===== config.mk =====
export PLATFORM = sky130hd
export DESIGN_NAME = aan_annunciator
export DESIGN_NICKNAME = d
export VERILOG_FILES = /design/src/rtl/aan_annunciator.v
export VERILOG_INCLUDE_DIRS = /design/src /design/src/rtl
export SDC_FILE = /design/constraint.sdc
export NUM_CORES = 2
export LEC_CHECK = 0
export ABC_AREA = 0
export ABC_CLOCK_PERIOD_IN_PS = 22500
export BUFFER_PORTS_ARGS = -buffer_cell sky130_fd_sc_hd__buf_2
export CORE_AREA = 4 4 339 341
export CTS_BUF_LIST = sky130_fd_sc_hd__clkbuf_4 sky130_fd_sc_hd__clkbuf_8 sky130_fd_sc_hd__clkbuf_16
export CTS_CLUSTER_SIZE = 10
export DETAILED_ROUTE_END_ITERATION = 10
export DIE_AREA = 0 0 343 345
export SYNTH_ARGS = -nofsm -noshare
export SYNTH_HDL_FRONTEND = slang
export SYNTH_SLANG_ARGS = --single-unit

===== constraint.sdc =====
create_clock -name i_clk -period 22.5 [get_ports i_clk]
set_input_delay 3.375 -clock i_clk [delete_from_list [all_inputs] [get_ports i_clk]]
set_output_delay 3.375 -clock i_clk [all_outputs]
set_load 0.02 [all_outputs]

===== src/rtl/aan_consts.vh =====
// constants for the anomaly annunciator: register offsets, command codes, timing
// assumes a 100 MHz system clock
`ifndef AAN_CONSTS_VH
`define AAN_CONSTS_VH
`define AAN_REG_PASSWORD     16'h0065
`define AAN_REG_COMMAND      16'h0066
`define AAN_CMD_SILENCE      16'h0033
`define AAN_CMD_ACK          16'h0034
`define AAN_CMD_RESET        16'h0035
`define AAN_HORN_OFF         10'h000
`define AAN_HORN_FOREVER     10'h3E7
`define AAN_CLK_HZ           100000000
`define AAN_ONE_SECOND_S     1
`define AAN_CYC_PER_SEC      (`AAN_CLK_HZ * `AAN_ONE_SECOND_S)
`define AAN_PW_WINDOW_S      5
`define AAN_N_ANOM           8
`define AAN_N_GEN            4
`define AAN_CAT_WARN         2'h0
`define AAN_CAT_UNLOAD       2'h1
`define AAN_CAT_ALARM        2'h2
`define AAN_BREAKER_MASK     8'h0F
`define AAN_CODE_W           10
`define AAN_GEN_CODE_BASE    10'h2BD
`endif


===== src/rtl/aan_annunciator.v =====
// anomaly annunciator: horn, acknowledge, reset, cumulatives, override, input anomalies
// assumes synchronous inputs, one clock, register writes as address/data/strobe
`timescale 1ns/100ps
`include "aan_consts.vh"

// Function
// RULE_01: panel button while horn sounds only silences the horn.
// RULE_02: rising edge of acknowledge input silences the horn.
// RULE_03: master writes password to 101 then command to 102 within five seconds.
// RULE_04: command 51 silences, 52 acknowledges, 53 resets.
// RULE_05: remote acknowledge also silences an active horn.
// RULE_06: duration zero never sounds; 999 sounds until silenced.
// RULE_07: duration 1..998 sounds until silenced or time expires.
// RULE_08: with horn on, first press silences, second press acknowledges.
// RULE_09: rising edge of acknowledge input acknowledges pending anomalies.
// RULE_10: acknowledged warning clears automatically once cause is gone.
// RULE_11: anomaly whose cause vanishes unacknowledged stays latched.
// RULE_12: no anomaly is cancelled while its cause persists.
// RULE_13: unloads and alarms clear only by key, reset input edge or remote reset.
// RULE_14: reset sequence drives reset pulse output for one second.
// RULE_15: external horn follows internal horn exactly.
// RULE_16: acknowledge sequence drives acknowledge pulse output for one second.
// RULE_17: cumulative outputs for warning, unload, alarm, alarm-or-unload.
// RULE_18: breaker output active while any breaker anomaly is active.
// RULE_19: status flags for pulses, cumulatives and unacknowledged cumulatives.
// RULE_20: override input downgrades override-subject alarms and unloads to warnings.
// RULE_21: log an event when override starts and another when it ends.
// RULE_22: generic input anomaly activates after its delay; zero delay disables.
// RULE_23: alarm needs no alarm active; unload or warning needs none of either.
// RULE_24: command without valid password in preceding five seconds is ignored; the code accepts it while the password bypass input is high.
// RULE_25: activation sets horn request, unacknowledged flag and logs the code.
module aan_annunciator (
  input  wire                            i_clk,
  input  wire                            i_sys_rst,
  input  wire                            i_ce,
  input  wire [`AAN_N_ANOM-1:0]          i_cause,
  input  wire [2*`AAN_N_ANOM-1:0]        i_category,
  input  wire [`AAN_N_ANOM-1:0]          i_override_subject,
  input  wire [`AAN_N_GEN-1:0]           i_gen_input,
  input  wire [16*`AAN_N_GEN-1:0]        i_gen_delay_ms,
  input  wire [2*`AAN_N_GEN-1:0]         i_gen_category,
  input  wire [`AAN_N_GEN-1:0]           i_gen_override_subject,
  input  wire [9:0]                      i_horn_duration_s,
  input  wire                            i_ack_button,
  input  wire                            i_ack_command_input_fn,
  input  wire                            i_fault_reset_input_fn,
  input  wire                            i_key_off_reset,
  input  wire                            i_password_bypass_input_fn,
  input  wire                            i_protection_bypass_input_fn,
  input  wire [15:0]                     i_password_cfg,
  input  wire                            i_reg_wr,
  input  wire [15:0]                     i_reg_addr,
  input  wire [15:0]                     i_reg_wdata,
  output reg                             o_horn,
  output wire                            o_external_horn_output,
  output reg                             o_ack_pulse_output,
  output reg                             o_reset_pulse_output,
  output wire                            o_ack_pulse_status,
  output wire                            o_reset_pulse_status,
  output reg                             o_any_warning_output,
  output reg                             o_any_unload_output,
  output reg                             o_any_alarm_output,
  output reg                             o_any_alarm_or_unload_output,
  output reg                             o_breaker_fault_output,
  output reg                             o_unacked_warning_status,
  output reg                             o_unacked_unload_status,
  output reg                             o_unacked_alarm_status,
  output reg  [`AAN_N_ANOM+`AAN_N_GEN-1:0] o_active,
  output reg  [`AAN_N_ANOM+`AAN_N_GEN-1:0] o_flashing,
  output reg                             o_event_valid,
  output reg  [`AAN_CODE_W-1:0]          o_event_code,
  output reg                             o_bypass_start_event,
  output reg                             o_bypass_end_event
);

  localparam N        = `AAN_N_ANOM + `AAN_N_GEN;
  localparam [31:0] SEC_CYC = `AAN_CYC_PER_SEC;
  localparam [31:0] PW_CYC  = `AAN_CYC_PER_SEC * `AAN_PW_WINDOW_S;
  localparam [31:0] MS_CYC  = `AAN_CYC_PER_SEC / 1000;
  localparam [`AAN_CODE_W-1:0] N_ANOM_C = `AAN_N_ANOM;

  // edge detection of operator inputs
  reg                 ack_btn_q;
  reg                 ack_in_q;
  reg                 rst_in_q;
  reg                 bypass_q;
  wire                btn_rise  = i_ack_button & ~ack_btn_q;
  wire                ack_rise  = i_ack_command_input_fn & ~ack_in_q;
  wire                rst_rise  = i_fault_reset_input_fn & ~rst_in_q;

  // password window and remote command decode
  reg                 pw_ok;
  reg  [31:0]         pw_cnt;
  wire                wr_pw     = i_reg_wr & (i_reg_addr == `AAN_REG_PASSWORD);
  wire                wr_cmd    = i_reg_wr & (i_reg_addr == `AAN_REG_COMMAND);
  wire                cmd_ok    = wr_cmd & (pw_ok | i_password_bypass_input_fn); // RULE_24
  wire                rem_sil   = cmd_ok & (i_reg_wdata == `AAN_CMD_SILENCE);   // RULE_04
  wire                rem_ack   = cmd_ok & (i_reg_wdata == `AAN_CMD_ACK);       // RULE_04
  wire                rem_rst   = cmd_ok & (i_reg_wdata == `AAN_CMD_RESET);     // RULE_04

  always @(posedge i_clk) begin
    if (i_sys_rst) begin
      pw_ok  <= 1'b0;
      pw_cnt <= 32'h0000_0000;
    end else if (i_ce) begin
      if (wr_pw) begin
        pw_ok  <= (i_reg_wdata == i_password_cfg); // RULE_03
        pw_cnt <= PW_CYC;
      end else if (wr_cmd) begin
        pw_ok  <= 1'b0;
      end else if (pw_ok) begin
        if (pw_cnt <= 32'h0000_0001)
          pw_ok <= 1'b0; // RULE_24
        pw_cnt <= pw_cnt - 32'h0000_0001;
      end
    end
  end

  // horn silencing, acknowledge and reset sources
  wire                silence   = (btn_rise & o_horn) | ack_rise | rem_sil | (rem_ack & o_horn); // RULE_01 RULE_02 RULE_05
  wire                do_ack    = (btn_rise & ~o_horn) | ack_rise | rem_ack; // RULE_08 RULE_09
  wire                do_reset  = i_key_off_reset | rst_rise | rem_rst; // RULE_13

  // generic input anomaly qualification
  reg  [N-1:0]        cause_all;
  reg  [2*N-1:0]      cat_raw;
  reg  [N-1:0]        ovr_all;
  wire [`AAN_N_GEN-1:0] gen_hit;

  genvar g;
  generate
    for (g = 0; g < `AAN_N_GEN; g = g + 1) begin : gen_q
      reg  [31:0] cnt;
      reg         hit;
      wire [15:0] dly = i_gen_delay_ms[16*g +: 16];
      always @(posedge i_clk) begin
        if (i_sys_rst) begin
          cnt <= 32'h0000_0000;
          hit <= 1'b0;
        end else if (i_ce) begin
          if (!i_gen_input[g] || dly == 16'h0000) begin
            cnt <= 32'h0000_0000;
            hit <= 1'b0; // RULE_22
          end else if (cnt >= dly * MS_CYC) begin
            hit <= 1'b1; // RULE_22
          end else begin
            cnt <= cnt + 32'h0000_0001;
          end
        end
      end
      assign gen_hit[g] = hit;
    end
  endgenerate

  always @* begin
    cause_all = {gen_hit, i_cause};
    cat_raw   = {i_gen_category, i_category};
    ovr_all   = {i_gen_override_subject, i_override_subject};
  end

  // per-anomaly latch state
  reg  [N-1:0]        unacked;
  reg  [N-1:0]        is_warn;
  reg  [N-1:0]        is_unl;
  reg  [N-1:0]        is_alm;
  reg  [N-1:0]        new_act;
  reg  [N-1:0]        next_active;
  reg  [N-1:0]        cause_q;
  integer             k;

  always @* begin
    for (k = 0; k < N; k = k + 1) begin
      is_alm[k]  = (cat_raw[2*k +: 2] == `AAN_CAT_ALARM) &
                   ~(i_protection_bypass_input_fn & ovr_all[k]); // RULE_20
      is_unl[k]  = (cat_raw[2*k +: 2] == `AAN_CAT_UNLOAD) &
                   ~(i_protection_bypass_input_fn & ovr_all[k]); // RULE_20
      is_warn[k] = ~is_alm[k] & ~is_unl[k];
    end
  end

  always @* begin
    new_act = {N{1'b0}};
    for (k = 0; k < N; k = k + 1) begin
      if (cause_all[k] & ~cause_q[k] & ~o_active[k]) begin
        if (is_alm[k])
          new_act[k] = ~o_any_alarm_output; // RULE_23
        else
          new_act[k] = ~o_any_alarm_or_unload_output; // RULE_23
      end
    end
    next_active = o_active;
    for (k = 0; k < N; k = k + 1) begin
      if (new_act[k])
        next_active[k] = 1'b1; // RULE_25
      else if (o_active[k] && !cause_all[k] && !unacked[k]) begin // RULE_11 RULE_12
        if (is_warn[k] || do_reset)
          next_active[k] = 1'b0; // RULE_10 RULE_13
      end
    end
  end

  // first new activation for the event log
  reg  [`AAN_CODE_W-1:0] new_code;
  reg                    new_any;
  always @* begin
    new_code = {`AAN_CODE_W{1'b0}};
    new_any  = 1'b0;
    for (k = N - 1; k >= 0; k = k - 1) begin
      if (new_act[k]) begin
        new_any  = 1'b1;
        new_code = (k < `AAN_N_ANOM) ? k[`AAN_CODE_W-1:0] + 10'h001
                 : `AAN_GEN_CODE_BASE + k[`AAN_CODE_W-1:0] - N_ANOM_C;
      end
    end
  end

  // horn timing
  reg  [31:0]         sec_cnt;
  reg  [9:0]          horn_s;

  always @(posedge i_clk) begin
    if (i_sys_rst) begin
      ack_btn_q      <= 1'b0;
      ack_in_q       <= 1'b0;
      rst_in_q       <= 1'b0;
      bypass_q       <= 1'b0;
      cause_q        <= {N{1'b0}};
      o_active       <= {N{1'b0}};
      unacked        <= {N{1'b0}};
      o_horn         <= 1'b0;
      sec_cnt        <= 32'h0000_0000;
      horn_s         <= 10'h000;
      o_event_valid  <= 1'b0;
      o_event_code   <= {`AAN_CODE_W{1'b0}};
      o_bypass_start_event <= 1'b0;
      o_bypass_end_event   <= 1'b0;
    end else if (i_ce) begin
      ack_btn_q <= i_ack_button;
      ack_in_q  <= i_ack_command_input_fn;
      rst_in_q  <= i_fault_reset_input_fn;
      bypass_q  <= i_protection_bypass_input_fn;
      cause_q   <= cause_all;
      o_active  <= next_active;
      unacked   <= (do_ack ? {N{1'b0}} : unacked) | new_act; // RULE_25 RULE_09
      o_event_valid <= new_any; // RULE_25
      if (new_any)
        o_event_code <= new_code;
      o_bypass_start_event <= i_protection_bypass_input_fn & ~bypass_q; // RULE_21
      o_bypass_end_event   <= ~i_protection_bypass_input_fn & bypass_q; // RULE_21
      if (new_any && i_horn_duration_s != `AAN_HORN_OFF) begin
        o_horn  <= 1'b1; // RULE_06 RULE_07
        sec_cnt <= 32'h0000_0000;
        horn_s  <= 10'h000;
      end else if (silence || i_horn_duration_s == `AAN_HORN_OFF) begin
        o_horn <= 1'b0; // RULE_06
      end else if (o_horn && i_horn_duration_s != `AAN_HORN_FOREVER) begin
        if (sec_cnt >= SEC_CYC - 32'h0000_0001) begin
          sec_cnt <= 32'h0000_0000;
          horn_s  <= horn_s + 10'h001;
          if (horn_s + 10'h001 >= i_horn_duration_s)
            o_horn <= 1'b0; // RULE_07
        end else begin
          sec_cnt <= sec_cnt + 32'h0000_0001;
        end
      end
    end
  end

  assign o_external_horn_output = o_horn; // RULE_15

  // one-second acknowledge and reset pulses
  reg  [31:0]         ack_cnt;
  reg  [31:0]         rst_cnt;
  always @(posedge i_clk) begin
    if (i_sys_rst) begin
      ack_cnt              <= 32'h0000_0000;
      rst_cnt              <= 32'h0000_0000;
      o_ack_pulse_output   <= 1'b0;
      o_reset_pulse_output <= 1'b0;
    end else if (i_ce) begin
      if (do_ack) begin
        ack_cnt            <= SEC_CYC - 32'h0000_0001;
        o_ack_pulse_output <= 1'b1; // RULE_16
      end else if (ack_cnt != 32'h0000_0000) begin
        ack_cnt <= ack_cnt - 32'h0000_0001;
      end else begin
        o_ack_pulse_output <= 1'b0;
      end
      if (do_reset) begin
        rst_cnt              <= SEC_CYC - 32'h0000_0001;
        o_reset_pulse_output <= 1'b1; // RULE_14
      end else if (rst_cnt != 32'h0000_0000) begin
        rst_cnt <= rst_cnt - 32'h0000_0001;
      end else begin
        o_reset_pulse_output <= 1'b0;
      end
    end
  end

  assign o_ack_pulse_status   = o_ack_pulse_output;   // RULE_19
  assign o_reset_pulse_status = o_reset_pulse_output; // RULE_19

  // cumulative outputs
  always @(posedge i_clk) begin
    if (i_sys_rst) begin
      o_any_warning_output         <= 1'b0;
      o_any_unload_output          <= 1'b0;
      o_any_alarm_output           <= 1'b0;
      o_any_alarm_or_unload_output <= 1'b0;
      o_breaker_fault_output       <= 1'b0;
      o_unacked_warning_status     <= 1'b0;
      o_unacked_unload_status      <= 1'b0;
      o_unacked_alarm_status       <= 1'b0;
      o_flashing                   <= {N{1'b0}};
    end else if (i_ce) begin
      o_any_warning_output         <= |(next_active & is_warn); // RULE_17 RULE_19
      o_any_unload_output          <= |(next_active & is_unl);  // RULE_17 RULE_19
      o_any_alarm_output           <= |(next_active & is_alm);  // RULE_17 RULE_19
      o_any_alarm_or_unload_output <= |(next_active & (is_alm | is_unl)); // RULE_17
      o_breaker_fault_output       <= |(next_active[`AAN_N_ANOM-1:0] & `AAN_BREAKER_MASK); // RULE_18
      o_unacked_warning_status     <= |(o_active & unacked & is_warn); // RULE_19
      o_unacked_unload_status      <= |(o_active & unacked & is_unl);  // RULE_19
      o_unacked_alarm_status       <= |(o_active & unacked & is_alm);  // RULE_19
      o_flashing                   <= o_active & unacked;
    end
  end

endmodule


==> results.json <==
{
  "reg2regPathDepth": 10,
  "grt_max_degree": 71,
  "r2r_start": "o_any_alarm_or_unload_output",
  "grt_util_all_layers_pct": 14.8,
  "place_area_mm2": 0.0360,
  "synth_fp_nets": 4925,
  "wl_mm": 88.6,
  "worst_setup_path_start_kind": "input port",
  "slowest_delay_ns": 0.85,
  "p_switching_mw": 1.36,
  "cts_hold_buf": 0,
  "min_path_cells": 2,
  "syn_area_per_cell_um2": 8.30,
  "relSlewSlack_pct": 25.1,
  "ir_drop_mv": 0.0524,
  "routabilityCongestion": 0.886,
  "muxShareOfSynthArea_pct": 0.661,
  "grt_pass1_wl_mm": 145,
  "maxCapViolCount": 0,
  "cts_max_level": 2,
  "synth_top_family_by_area": "adder cells",
  "switching_share_pct": 42.8,
  "skew_ns": 0.0242,
  "slew_violations": 0,
  "worstHoldEndpoint": "o_event_code[1]",
  "clockPowerShare_pct": 20.4,
  "internal-power_mw": 1.81,
  "vias": 27900,
  "grt_pass1_vias": 27500,
  "cts_setup_buffers": 0,
  "min_path_type": "flip-flop to flip-flop",
  "period_needed_ns": 10.22,
  "avgRoutedWirePerCell_um": 15.5,
  "drt_first_pass_iters": 7,
  "cts_tree": "done",
  "reg2reg_setup_slack_ns": 18.12,
  "p_comb_share_pct": 59.1,
  "coreArea_mm2": 0.112,
  "fin_util_pct": 33.3,
  "row_count": 123,
  "vias_per_cell": 4.87,
  "yosys.area_share.adder_pct": 31.2,
  "synthesis.area_mm2": 0.0333,
  "period_share_pct": 45.4,
  "synth_edf_count": 0,
  "finalSetupTns_ns": 0,
  "die_area_mm2": 0.118,
  "cts.sinks": 344,
  "p_leak_nw": 17.3,
  "setup_viol": 0,
  "io_buffer_count": 229,
  "hold_start": "o_event_code[1]",
  "clk-insertion-delay-late_ns": 0.58,
  "nets": 5108,
  "yosys_warnings": 0,
  "dp_hpwl_mm": 71.9,
  "cts.path.max_buffers": 3,
  "layout_setup_ws_ns": 12.28,
  "cts-root-buf": "clkbuf_16",
  "path_max_fanout": 12,
  "power.density_mw_per_mm2": 84.9,
  "gr-total-overflow": 0,
  "areaGrowthSynthToFinish_pct": 12.1,
  "ant_nets": 0,
  "die_w_um": 343,
  "cpMaxStageDelayCell": "or4b_2",
  "ys_seq_elements": 344,
  "worst-endpoint-arrival_ns": 10.72,
  "ys_async_sr_fraction_pct": 0,
  "synth_cells": 4012,
  "yosysUniqueCellTypes": 84,
  "reg2reg_to": "sec_cnt[12]",
  "path_clk_slew_ns": 0.06,
  "status": "finished, final reports clean",
  "crit_type": "input port to flip-flop",
  "synth_xor_xnor_area_share_pct": 7.79,
  "fp.dieH_um": 345,
  "cts_buffers": 43,
  "grt_antenna_before_repair": 15,
  "ios": 231,
  "worst_pin_slew_ns": 1.09,
  "drt-initial-drc-count": 1607,
  "timing.fmax_ghz": 0.0978,
  "yosys.area_share.simple_pct": 17.9,
  "stdcell_area_mm2": 0.0373,
  "seq_area_frac_synth_pct": 20.7,
  "synthFlopType": "dfxtp_1",
  "preCtsSetupSlack_ns": 11.74,
  "p_seq_share_pct": 20.4,
  "start_util_pct": 29.8,
  "cp-end-kind": "flip-flop",
  "cp_common_cell": "ha_1",
  "final_hold_viol_count": 0,
  "cp.required_ns": 22.99,
  "cts_resized": 0,
  "n_fill_cell": 11800,
  "drcViolationCount": 0,
  "drive_above_1_share_pct": 8.35,
  "synth_compound_area_share_pct": 13.7,
  "rsz0062_at_grt": "false"
}
## registers in the layout, summed over array words and instances, names as in the netlist, 7 cells and up
signal / count
o_active: 12
unacked: 12
rst_cnt: 32
o_flashing: 12
ack_cnt: 32
pw_cnt: 32
o_event_code: 7
gen_q.cnt: 128
horn_s: 10
sec_cnt: 32
cause_q: 12
## worst max-delay path by stage
stage	slack (ns)	startpoint	endpoint
6_report	12.28	i_gen_delay_ms[18]	gen_q[1].cnt[24]
5_1_grt	11.84	i_gen_delay_ms[18]	gen_q[1].cnt[31]
4_1_cts	12.33	i_gen_delay_ms[18]	gen_q[1].cnt[26]
3_5_place_dp	11.74	i_gen_delay_ms[18]	gen_q[1].cnt[20]
3_3_place_gp	11.87	i_gen_delay_ms[18]	gen_q[1].cnt[22]
2_1_floorplan	12.65	i_gen_delay_ms[18]	gen_q[1].cnt[28]
## layout by cell type, fill, tap and decap left out, drive strengths merged, types with 70 or more instances in the layout
cell type / instances
inv: 604
or3: 75
fa: 160
xnor2: 187
nor3: 84
a21oi: 275
dfxtp: 344
buf: 244
nand3: 105
ha: 573
nor4: 70
nand2: 242
o21ai: 149
xor2: 109
nor2: 308
## critical path: cells and delay by family
kind	cells	cell delay, ns
AOI/OAI and AO/OA	11	2.37
xor gates and xnor gates	2	0.25
adders and majority gates	7	2.65
buffers and inverters	4	0.31
and+or+nand+nor	4	1.73
## power by group through the flow
stage	Sequential (mW)	Clock, mW	Combinational [mW]
3_3_place_gp	0.659	0	1.85
4_1_cts	0.647	0.672	1.90
3_5_place_dp	0.660	0	1.88
6_report	0.647	0.648	1.87
5_1_grt	0.650	0.697	2.19
2_1_floorplan	0.658	0	1.46
## logic make-up after synthesis
| family | Yosys count |
|---|---|
| and+or+nand+nor | 1181 |
| buffers and inverters | 710 |
| DFF | 344 |
| muxes | 22 |
| xor gates and xnor gates | 296 |
| AOI/OAI and AO/OA | 725 |
| other | 1 |
| adders and majority gates | 733 |
## stage by stage
| step | hold slack [ns] | instances | power, mW |
|---|---|---|---|
| 6_report | 0.450 | 5722 | 3.17 |
| 3_5_place_dp | 0.447 | 5650 | 2.54 |
| 4_1_cts | 0.455 | 5715 | 3.21 |
| 3_3_place_gp | 0.442 | 5650 | 2.51 |
| 2_1_floorplan | 0.431 | 4012 | 2.12 |
| 5_1_grt | 0.489 | 5715 | 3.53 |
## routing by layer
| metal | up-vias | global-route usage [%] | part of all wire (%) |
|---|---|---|---|
| met5 | - | 0 | 0.030 |
| met2 | 560 | 22.8 | 43 |
| met1 | 13100 | 21.3 | 48 |
| met4 | 4 | 2.53 | 1.5 |
| met3 | 97 | 3.34 | 7.5 |
| li1 | 14100 | - | - |
## Yosys cell counts (70+ instances only)
master / n / area (um2)
a21oi_1: 275 / 1380
clkbuf_1: 86 / 323
dfxtp_1: 344 / 6890
fa_1: 160 / 3200
ha_1: 573 / 7170
inv_1: 603 / 2260
nand2_1: 242 / 908
nand3_1: 105 / 526
nor2_1: 308 / 1160
nor3_1: 84 / 420
nor4_1: 70 / 438
o21ai_0: 147 / 736
or3_1: 72 / 450
xnor2_1: 187 / 1640
xor2_1: 109 / 955
## layout make-up
class / count / area (um2) / area share (%)
clock inverter: 4 / 26.3 / 0.0704
multi-input combinational: 2958 / 23700 / 63.6
antenna: 7 / 17.5 / 0.0470
timing repair buffer: 244 / 1270 / 3.40
clock buffer: 61 / 1250 / 3.36
inverter: 604 / 2270 / 6.08
tap: 1500 / 1880 / 5.03
sequential: 344 / 6890 / 18.5
No activity file was read; power rests on OpenSTA's default activity.
